[src/logic/ibox_irq_pkg.sv]
// Purpose: Shared constants and types for the instruction-unit interrupt registers
// Assumes: Privileged register moves carry an 8-bit register index and 64-bit data
// Notes: Indices other than the enable/mode group are placement values

package ibox_irq_pkg;

    // ****************************************
    // Register indices
    // ****************************************
    localparam logic [7:0] IDX_FETCH_FAULT_FORMAT = 8'h05;
    localparam logic [7:0] IDX_TRAP_SUMMARY = 8'h06;
    localparam logic [5:0] IDX_IRQ_ENABLE_AND_MODE_BASE = 6'h02;
    localparam logic [7:0] IDX_SOFTWARE_REQUEST = 8'h0C;
    localparam logic [7:0] IDX_PENDING_SUMMARY = 8'h0D;
    localparam logic [7:0] IDX_INTERRUPT_CLEAR = 8'h0E;

    // ****************************************
    // Field positions
    // ****************************************
    localparam int EN_HI = 38;
    localparam int EN_LO = 13;
    localparam int EXT_HI = 38;
    localparam int EXT_LO = 33;
    localparam int SL_BIT = 32;
    localparam int CR_BIT = 31;
    localparam int PC_HI = 30;
    localparam int PC_LO = 29;
    localparam int SI_HI = 28;
    localparam int SI_LO = 14;
    localparam int ASYNC_TRAP_ENABLE_BIT = 13;
    localparam int CM_HI = 4;
    localparam int CM_LO = 3;
    localparam int MCHK_BIT = 28;
    localparam int FORCE_BAD_FILL_PARITY_BIT = 26;
    localparam int AST_USER_BIT = 10;
    localparam int AST_SUPER_BIT = 9;
    localparam int AST_EXEC_BIT = 4;
    localparam int AST_KERNEL_BIT = 3;
    localparam int TS_FLAG_HI = 47;
    localparam int TS_FLAG_LO = 42;
    localparam int TS_FETCH_ADDRESS_OVERFLOW_BIT = 41;
    localparam int TS_FETCH_ADDRESS_LOCATION_BIT = 13;
    localparam int TS_REG_HI = 12;
    localparam int TS_REG_LO = 8;

    // ****************************************
    // Reset values
    // ****************************************
    localparam logic [25:0] IER_RESET = 26'h0000000;
    localparam logic [1:0] CM_RESET = 2'h0;
    localparam logic [63:0] ZERO64 = 64'h0000000000000000;

    // ****************************************
    // Types
    // ****************************************
    typedef enum logic [1:0] {
        MODE_KERNEL = 2'b00,
        MODE_EXECUTIVE = 2'b01,
        MODE_SUPERVISOR = 2'b10,
        MODE_USER = 2'b11
    } mode_t;

    typedef struct packed {
        logic serial;
        logic corrected;
        logic [1:0] perf;
        logic mcheck;
    } hw_events_t;

    typedef struct packed {
        logic [5:0] fp_flags;
        logic pc_overflow;
        logic fetch_address_location;
        logic is_store;
        logic [4:0] src_reg;
        logic [4:0] dst_reg;
    } trap_info_t;

endpackage

[src/logic/ibox_interrupt_exception_regs.sv]
// Purpose: Interrupt enable/mode, pending summary, clear and trap summary registers
// Assumes: One core clock; privileged moves arrive as one-cycle strobes
// Notes: Read data appears one cycle after the read strobe

`timescale 1ns/10ps
`default_nettype none

module ibox_interrupt_exception_regs
    import ibox_irq_pkg::*;
(
    input wire logic clk,
    input wire logic reset,
    input wire logic priv_write_valid,
    input wire logic [7:0] priv_write_index,
    input wire logic [63:0] priv_write_data,
    input wire logic priv_read_valid,
    input wire logic [7:0] priv_read_index,
    output logic [63:0] priv_read_data_q,
    output logic priv_read_valid_q,
    input wire logic [63:0] exception_address,
    input wire logic [47:30] page_table_base,
    input wire logic wide_address_select,
    input wire logic short_format_select,
    input wire logic [5:0] external_irq_pins,
    input wire hw_events_t hw_events,
    input wire logic [3:0] async_trap_enable_bits,
    input wire logic [3:0] async_trap_request_bits,
    input wire logic trap_deliver,
    input wire trap_info_t trap_info,
    input wire logic icache_fill_bcache_hit,
    output logic force_bad_fill_parity_q,
    output logic [1:0] current_mode_q,
    output logic irq_request_q,
    output logic data_machine_check_q
);

    // ****************************************
    // Fetch fault formatting
    // ****************************************
    function automatic logic [63:0] fetch_form(
        input logic [63:0] va,
        input logic [47:30] ptb,
        input logic wide,
        input logic short_fmt
    );
        logic [63:0] base;
        logic [63:0] res;
        begin
            base = {{16{ptb[47]}}, ptb, 30'h00000000};
            if (short_fmt) begin
                res = {base[63:22], va[31:13], 3'h0};
            end else if (wide) begin
                res = {base[63:38], va[47:13], 3'h0};
            end else begin
                res = {base[63:33], va[42:13], 3'h0};
            end
            fetch_form = res;
        end
    endfunction

    // Enable/mode group decode, shared by reads and writes
    function automatic logic irq_enable_and_mode_hit(input logic [7:0] idx);
        return idx[7:2] == IDX_IRQ_ENABLE_AND_MODE_BASE;
    endfunction

    // ****************************************
    // Pin synchronisers
    // ****************************************
    logic [5:0] ext_meta_q;
    logic [5:0] ext_sync_q;
    logic [5:0] ext_prev_q;

    always_ff @(posedge clk) begin
        if (reset) begin
            ext_meta_q <= 6'h00;
            ext_sync_q <= 6'h00;
            ext_prev_q <= 6'h00;
        end else begin
            ext_meta_q <= external_irq_pins;
            ext_sync_q <= ext_meta_q;
            ext_prev_q <= ext_sync_q;
        end
    end

    // ****************************************
    // State
    // ****************************************
    logic [25:0] ier_q;
    logic [25:0] ier_d;
    logic [1:0] cm_d;
    logic [14:0] software_request_reg_q;
    logic [14:0] software_request_reg_d;
    logic sl_q;
    logic sl_d;
    logic cr_q;
    logic cr_d;
    logic [1:0] pc_q;
    logic [1:0] pc_d;
    logic data_machine_check_clear;
    logic force_bad_fill_parity_d;
    logic [63:0] trap_sum_q;
    logic [63:0] trap_sum_d;

    // ****************************************
    // Write decode
    // ****************************************
    wire irq_enable_and_mode_sel = priv_write_valid && irq_enable_and_mode_hit(priv_write_index);
    wire wr_ier = irq_enable_and_mode_sel && priv_write_index[1];
    wire wr_cm = irq_enable_and_mode_sel && priv_write_index[0];
    wire wr_software_request_reg = priv_write_valid && (priv_write_index == IDX_SOFTWARE_REQUEST);
    wire wr_clr = priv_write_valid && (priv_write_index == IDX_INTERRUPT_CLEAR);

    wire clr_sl = wr_clr && priv_write_data[SL_BIT];
    wire clr_cr = wr_clr && priv_write_data[CR_BIT];
    wire [1:0] clr_pc = wr_clr ? priv_write_data[PC_HI:PC_LO] : 2'h0;
    wire clr_mchk = wr_clr && priv_write_data[MCHK_BIT];
    wire set_force_bad_fill_parity = wr_clr && priv_write_data[FORCE_BAD_FILL_PARITY_BIT];

    // ****************************************
    // Next state
    // ****************************************
    assign ier_d = wr_ier ? priv_write_data[EN_HI:EN_LO] : ier_q;
    assign cm_d = wr_cm ? priv_write_data[CM_HI:CM_LO] : current_mode_q;
    assign software_request_reg_d = wr_software_request_reg ? priv_write_data[SI_HI:SI_LO] : software_request_reg_q;

    // Set wins over a clear in the same cycle
    assign sl_d = (sl_q && !clr_sl) || hw_events.serial;
    assign cr_d = (cr_q && !clr_cr) || hw_events.corrected;
    assign pc_d = (pc_q & ~clr_pc) | hw_events.perf;
    assign data_machine_check_clear = (data_machine_check_q && !clr_mchk) || hw_events.mcheck;

    // Armed until the next board-cache fill consumes it
    assign force_bad_fill_parity_d = set_force_bad_fill_parity
        || (force_bad_fill_parity_q && !icache_fill_bcache_hit);

    // ****************************************
    // Trap capture
    // ****************************************
    wire [4:0] trap_reg = trap_info.is_store ? trap_info.src_reg
                                             : trap_info.dst_reg;

    logic [63:0] trap_capture;
    always_comb begin
        trap_capture = ZERO64;
        trap_capture[TS_FLAG_HI:TS_FLAG_LO] = trap_info.fp_flags;
        trap_capture[63:48] = {16{trap_info.fp_flags[5]}};
        trap_capture[TS_FETCH_ADDRESS_OVERFLOW_BIT] = trap_info.pc_overflow;
        trap_capture[TS_FETCH_ADDRESS_LOCATION_BIT] = trap_info.fetch_address_location;
        trap_capture[TS_REG_HI:TS_REG_LO] = trap_reg;
    end

    assign trap_sum_d = trap_deliver ? trap_capture : trap_sum_q;

    // ****************************************
    // Pending summary
    // ****************************************
    wire [5:0] ext_en = ier_q[EXT_HI-EN_LO:EXT_LO-EN_LO];
    wire sl_en = ier_q[SL_BIT-EN_LO];
    wire cr_en = ier_q[CR_BIT-EN_LO];
    wire [1:0] pc_en = ier_q[PC_HI-EN_LO:PC_LO-EN_LO];
    wire [14:0] si_en = ier_q[SI_HI-EN_LO:SI_LO-EN_LO];
    wire ast_en = ier_q[ASYNC_TRAP_ENABLE_BIT-EN_LO];

    // Index 0 kernel .. 3 user; mode value at least that mode
    logic [3:0] ast_pend;
    always_comb begin
        for (int m = 0; m < 4; m++) begin
            ast_pend[m] = ast_en && async_trap_enable_bits[m]
                && async_trap_request_bits[m]
                && (current_mode_q >= 2'(m));
        end
    end

    logic [63:0] summary;
    always_comb begin
        summary = ZERO64;
        summary[EXT_HI:EXT_LO] = ext_sync_q & ext_en;
        summary[SL_BIT] = sl_q && sl_en;
        summary[CR_BIT] = cr_q && cr_en;
        summary[PC_HI:PC_LO] = pc_q & pc_en;
        summary[SI_HI:SI_LO] = software_request_reg_q & si_en;
        summary[AST_USER_BIT] = ast_pend[MODE_USER];
        summary[AST_SUPER_BIT] = ast_pend[MODE_SUPERVISOR];
        summary[AST_EXEC_BIT] = ast_pend[MODE_EXECUTIVE];
        summary[AST_KERNEL_BIT] = ast_pend[MODE_KERNEL];
    end

    // A fresh hardware request racing a summary read
    wire new_hw_irq = (|(ext_sync_q & ~ext_prev_q)) || hw_events.serial
        || hw_events.corrected || (|hw_events.perf);

    // ****************************************
    // Read mux
    // ****************************************
    wire [63:0] irq_enable_and_mode_word = {25'h0000000, ier_q, 8'h00, current_mode_q, 3'h0};
    wire [63:0] form_word = fetch_form(exception_address, page_table_base,
        wide_address_select, short_format_select);
    wire [63:0] software_request_reg_word = {35'h000000000, software_request_reg_q, 14'h0000};
    wire rd_irq_enable_and_mode = irq_enable_and_mode_hit(priv_read_index);

    logic [63:0] read_mux;
    always_comb begin
        read_mux = ZERO64;
        if (rd_irq_enable_and_mode) begin
            read_mux = irq_enable_and_mode_word;
        end else begin
            case (priv_read_index)
                IDX_FETCH_FAULT_FORMAT: read_mux = form_word;
                IDX_SOFTWARE_REQUEST: read_mux = software_request_reg_word;
                IDX_PENDING_SUMMARY: read_mux = new_hw_irq ? ZERO64 : summary;
                IDX_TRAP_SUMMARY: read_mux = trap_sum_q;
                default: read_mux = ZERO64;
            endcase
        end
    end

    // ****************************************
    // Registers
    // ****************************************
    always_ff @(posedge clk) begin
        if (reset) begin
            ier_q <= IER_RESET;
            current_mode_q <= CM_RESET;
        end else begin
            ier_q <= ier_d;
            current_mode_q <= cm_d;
        end
    end

    always_ff @(posedge clk) begin
        if (reset) begin
            software_request_reg_q <= 15'h0000;
            sl_q <= 1'b0;
            cr_q <= 1'b0;
            pc_q <= 2'h0;
        end else begin
            software_request_reg_q <= software_request_reg_d;
            sl_q <= sl_d;
            cr_q <= cr_d;
            pc_q <= pc_d;
        end
    end

    always_ff @(posedge clk) begin
        if (reset) begin
            data_machine_check_q <= 1'b0;
            force_bad_fill_parity_q <= 1'b0;
        end else begin
            data_machine_check_q <= data_machine_check_clear;
            force_bad_fill_parity_q <= force_bad_fill_parity_d;
        end
    end

    always_ff @(posedge clk) begin
        if (reset) begin
            trap_sum_q <= ZERO64;
        end else begin
            trap_sum_q <= trap_sum_d;
        end
    end

    always_ff @(posedge clk) begin
        if (reset) begin
            priv_read_data_q <= ZERO64;
            priv_read_valid_q <= 1'b0;
            irq_request_q <= 1'b0;
        end else begin
            priv_read_data_q <= priv_read_valid ? read_mux : ZERO64;
            priv_read_valid_q <= priv_read_valid;
            irq_request_q <= |summary;
        end
    end

endmodule

`default_nettype wire

[config.mk]
export PLATFORM = sky130hd
export DESIGN_NAME = ibox_interrupt_exception_regs
export DESIGN_NICKNAME = d
export VERILOG_FILES = /design/src/logic/ibox_irq_pkg.sv /design/src/logic/ibox_interrupt_exception_regs.sv
export SDC_FILE = /design/constraint.sdc
export NUM_CORES = 1
export LEC_CHECK = 0
export BUFFER_PORTS_ARGS = -buffer_cell sky130_fd_sc_hd__buf_2
export CELL_PAD_IN_SITES_DETAIL_PLACEMENT = 1
export CELL_PAD_IN_SITES_GLOBAL_PLACEMENT = 1
export CORE_MARGIN = 1
export CORE_UTILIZATION = 35
export CTS_BUF_LIST = sky130_fd_sc_hd__clkbuf_4 sky130_fd_sc_hd__clkbuf_8
export DETAILED_ROUTE_END_ITERATION = 7
export PLACE_DENSITY = 0.89
export SYNTH_ARGS = -nofsm -noshare
export SYNTH_HDL_FRONTEND = slang
export SYNTH_SLANG_ARGS = --single-unit
[constraint.sdc]
create_clock -name clk -period 2.8 [get_ports clk]
set_input_delay 0.56 -clock clk [delete_from_list [all_inputs] [get_ports clk]]
set_output_delay 0.56 -clock clk [all_outputs]
set_load 0.005 [all_outputs]
# Word level (Yosys, flattened, before mapping)
# Index checks and enable logic that the tools add are counted.
# word_totals
ff_bits,146
elab_cells,87
input_bits,208
# op_classes
muxes,7
magnitude_cmp,4
bitwise_logic,9
reduce_logical,43
n_eq_ne,8
# ops
operator,count
64-bit case mux with 4 select lines,1
39-bit 2-to-1 mux,2
38-bit 2-to-1 mux,2
8-bit by 4-bit equality test with 1-bit output (second input constant),4
29-bit OR reduction,1
1-bit logical AND,27
8-bit by 3-bit equality test with 1-bit output (second input constant),2
15-bit bitwise AND,1
6-bit bitwise AND,2
6-bit by 2-bit equality test with 1-bit output (second input constant),2
1-bit logical OR,7
6-bit inverter,1
6-bit OR reduction,1
5-bit 2-to-1 mux,1
2-bit bitwise AND,2
2-bit by 1-bit >= comparator with 1-bit output (second input constant),2
2-bit >= comparator (second input constant),2
1-bit zero test,4
2-bit OR reduction,2
3-bit OR reduction,1
2-bit 2-to-1 mux,1
2-bit inverter,1
2-bit bitwise OR,1
1-bit inverter,1

# Depth between registers and ports, before layout
# depth
ltp_word,9
depth_mapped,8
ltp_nobuf,5

# Worst setup path after synthesis
# OpenSTA, ideal clock, no wires.
# synth_timing
kind,input port to flip-flop
start,in priv_write_index[5]
end,reg software_request_reg_q[10]
arrival_time_ps,1879
setup_slack_ps,794
setup_time_ps,128
n_path_buf,2
stages,7
path_cell_list,nor4_1 nand2_1 nor3b_1 buf_2 buf_4 mux2i_1 nor2_1
# synth_between
elab_chain_len,2
# synth_rtl
item,line,text
"start, declared",ibox_interrupt_exception_regs.sv:14,"input wire logic [7:0] priv_write_index,"
8-bit by 4-bit equality test with 1-bit output,ibox_interrupt_exception_regs.sv:110,wire wr_software_request_reg = priv_write_valid && (priv_write_index == IDX_SOFTWARE_REQUEST);
1-bit logical AND,ibox_interrupt_exception_regs.sv:110,
"end signal, assigned",ibox_interrupt_exception_regs.sv:237,software_request_reg_q <= software_request_reg_d;
"end, declared",ibox_interrupt_exception_regs.sv:91,logic [14:0] software_request_reg_q;
# Every way passes these cells.
# A chain may end at the register's enable or synchronous reset.

# Worst setup path in the final report
# layout_timing
start,in priv_read_index[5]
end,reg priv_read_data_q[20]
# layout_between
elab_chain_len,3
elab_cells_between_ends,7
classes_between,eq/ne (5); mux (2)
# layout_rtl
item,line,text
"start, declared",ibox_interrupt_exception_regs.sv:17,"input wire logic [7:0] priv_read_index,"
8-bit by 3-bit equality test with 1-bit output or 8-bit by 4-bit equality test with 1-bit output (tied branches),ibox_interrupt_exception_regs.sv:207,case (priv_read_index)
64-bit case mux with 4 select lines,ibox_interrupt_exception_regs.sv:207,
39-bit 2-to-1 mux *,ibox_interrupt_exception_regs.sv:204,if (rd_irq_enable_and_mode) begin
"end signal, assigned",ibox_interrupt_exception_regs.sv:268,priv_read_data_q <= priv_read_valid ? read_mux : ZERO64;
"end, declared",ibox_interrupt_exception_regs.sv:18,"output logic [63:0] priv_read_data_q,"
# Every way passes the cells marked *; elsewhere a longest branch is shown, timed or not.

==> out/results.tsv <==
stage	metric	value	unit
critical_path	Crit Reg-Reg Endpoint	priv_read_data_q[20]	
yosys	Mapped Cells	575	
job	max cap viols	0	
floorplanning	die area	0.0153	sq mm
sta	min Tclk post-route	1910	ps
finish	Layout area overhead	29.1	%
power	Comb pwr share	6.5	%
yosys	synthesized area per cell	8.99	sq um
yosys	Yosys reg bits	127	
finish	most common cell after layout, fill and taps aside	buf_2	
placed_design	Placed Cells incl. Taps	928	
finish	fraction of layout instances using a drive strength above 1	33.5	%
clock_tree	CTS tree	done	
clock_tree	Clock Path Buffers	2	
yosys	Synth top area share	49.2	%
floorplanning	Cell Rows	44	
critical_path	CP Depth	7	
sta	unrepaired setup endpoints after global routing	no	
critical_path	Reg2Reg Depth	6	
placed_design	PortBufs	209	
clock_tree	clock latency on the worst-skew pair	440	ps
yosys	Primary FF master, synth	dfxtp_1	
floorplanning	Starting Density	35.7	%
yosys	ys async rst share	0	%
sta	clk_skew	9.73	ps
yosys	Unique masters post-synth	43	
power	Pint	2880	uW
floorplanning	die height	124	microns
critical_path	Startpoint Class	primary input	
power	power share of the clock group	43.8	%
sta	Hold Violations, Final	0	
detailed_routing	initial DRC count	188	
global_routing	met2 Use GR	37.1	%
yosys	Yosys warning count	0	
global_routing	overall routing resource usage	22.1	%
detailed_routing	Pre-antenna DRT Iters	4	
clock_tree	number of H-tree levels	4	
detailed_routing	post-DR wirelength/cell	17.1	microns
yosys	ranking of synthesized cells by area	dfxtp_1, mux2i_1, a22oi_1	
clock_tree	clock root buffer	clkbuf_8	
global_routing	pin count of the biggest net entering global routing	82	
detailed_routing	via count	4936	
finish	Final nets	971	
critical_path	r2r setup slk	1130	ps
critical_path	Max FO, Critical Path	27	
yosys	area leader, netlist	dfxtp_1	
clock_tree	CTS Sinks	127	
placed_design	DPL Wire Length	12000	microns
floorplanning	Core Region	0.0145	sq mm
power	Sw Pwr	851	uW
yosys	sequential share of the synthesized area	49.2	%
finish	fin util	46.1	%
critical_path	crit path cell chain	buf_2, nor4_4, nand2_2, nor4_4, buf_4, a31oi_1, o22ai_1	
sta	Max Slew Vio Count	0	
yosys	Post-synth EDFFs	0	
critical_path	worst setup path endpoint	priv_read_data_q[20]	
clock_tree	Worst-path clk slew	70	ps
finish	most frequent cells in the layout	buf_2, dfxtp_1, nand2_1	
power	Peak VDD IR	272	uV
sta	Worst-Margin Slew	859	ps
critical_path	CP arrival	2270	ps
critical_path	Worst Setup SP	priv_read_index[5]	
power	overall power	3730	uW
detailed_routing	Post-Route WL	16400	microns
power	Leak	0.00277	uW
min_path	worst min path class	in2reg	
global_routing	M3 GR Usage	4.61	%
finish	fillers	1773	
power	switching fraction of total power	22.8	%
detailed_routing	drc violations	0	
sta	Rel. slew slack	42.7	%
power	Pwr Density	559	mW/mm^2
power	Reg power frac	49.7	%
critical_path	CP max stage cell	nor4_4	
clock_tree	hold_buf cts	0	
placed_design	gp weighted congestion	0.767	
global_routing	global-route met1 utilization	26.4	%
sta	final critical-path share of the clock period	68.3	%
critical_path	CP required	3150	ps
sta	achievable frequency	523	MHz
floorplanning	I/O pin count	278	
global_routing	initial antenna violation count	2	
critical_path	CP top delay family	simple AND/OR/NAND/NOR gates	
global_routing	total gr overflow	0	
critical_path	crit-path max cell delay	420	ps
critical_path	RR Startpoint	ext_sync_q[4]	
detailed_routing	Vias/cell	5.14	
run_status	status	finished, final reports clean	
finish	Final Non-Filler Cells	960	
detailed_routing	Antenna Nets Post-Route	0	
critical_path	CP Capture Type	flop	
clock_tree	total CTS buffers	17	
clock_tree	setup bufs post-CTS	0	
yosys	Post-Synthesis Cell Area	0.00517	sq mm
critical_path	Crit path top cell by count	nor4_4	
critical_path	critical path class	in2reg	
global_routing	first-pass GRT wire length	25000	microns
sta	Finish-stage setup viols	0	
sta	final setup TNS	0	ps
floorplanning	die width	124	microns
critical_path	CP bufs+invs	2	
global_routing	GR peak layer	met2	
global_routing	vias in the first global route	4903	
clock_tree	post-cts repair resize count	0	
[final cells by class]
cell class / count / area (sq um) / area share (%)
Sequential cell: 127 / 2540 / 38.1
Clock inverter: 11 / 140 / 2.10
Multi-Input combinational cell: 374 / 2260 / 33.9
Inverter: 23 / 86.3 / 1.29
Antenna cell: 1 / 2.50 / 0.0375
Clock buffer: 20 / 269 / 4.03
Tap cell: 184 / 230 / 3.45
Timing Repair Buffer: 220 / 1140 / 17.1
[synthesized netlist by cell type (9+ instances only)]
library cell / number
nor2_1: 58
a21oi_1: 35
buf_4: 20
inv_1: 23
dfxtp_1: 127
nand2_1: 67
nor2b_1: 27
o22ai_1: 23
mux2i_1: 38
clkbuf_1: 16
buf_2: 10
and2_1: 9
a31oi_1: 24
a22oi_1: 39
[stage by stage]
step           instance area [sq um]  hold WS (ps)  worst slack [ps]
2_1_floorplan                   5180           414               794
3_3_place_gp                    6260           423               529
3_5_place_dp                    6260           430               460
4_1_cts                         6670           290               923
5_1_grt                         6680           296               795
6_report                        6680           324               888
[flip-flops by register name, indices dropped and copies added (netlist names)]
| signal | cells |
|---|---|
| priv_read_data_q | 45 |
| ier_q | 26 |
| software_request_reg_q | 15 |
| trap_sum_q | 13 |
| ext_meta_q | 6 |
| ext_prev_q | 6 |
| ext_sync_q | 6 |
| current_mode_q | 2 |
| pc_q | 2 |
| cr_q | 1 |
| data_machine_check_q | 1 |
| force_bad_fill_parity_q | 1 |
| irq_request_q | 1 |
| priv_read_valid_q | 1 |
| sl_q | 1 |
[logic make-up (layout without fill, tap and decap cells)]
logic type,after synthesis,in the layout,synth area share [%]
xor gates and xnor gates,1,1,0.169
other,1,4,0.0725
DFF,127,127,49.2
and+or+nand+nor,197,197,18.8
muxes,38,38,7.36
buffers and inverters,76,274,7.50
AOI/OAI and AO/OA,135,135,16.9
[power by group through the flow]
| stage | registers [uW] | clock network [uW] | logic, uW |
|---|---|---|---|
| 2_1_floorplan | 1890 | 0 | 106 |
| 3_3_place_gp | 1890 | 0 | 238 |
| 3_5_place_dp | 1890 | 0 | 245 |
| 4_1_cts | 1850 | 1680 | 245 |
| 5_1_grt | 1860 | 1760 | 268 |
| 6_report | 1850 | 1640 | 243 |
[how the worst min path moves through the flow]
| stage | startpoint | endpoint | slack (ps) | cells past startpoint |
|---|---|---|---|---|
| finish | exception_address[17] | priv_read_data_q[7] | 320 | 2 |
| global route | exception_address[17] | priv_read_data_q[7] | 300 | 2 |
| CTS | exception_address[15] | priv_read_data_q[5] | 290 | 2 |
| detailed placement | ext_meta_q[3] | ext_sync_q[3] | 430 | 1 |
| global placement | ext_meta_q[4] | ext_sync_q[4] | 420 | 1 |
| floorplan | ext_meta_q[0] | ext_sync_q[0] | 410 | 1 |
[layer usage]
metal  part of all wire [%]  wire length [microns]
met5                  0.055                      9
met3                    5.4                    885
met4                    3.3                    535
met1                     42                   6890
met2                     49                   8110
No activity file was read; power rests on OpenSTA's default activity.
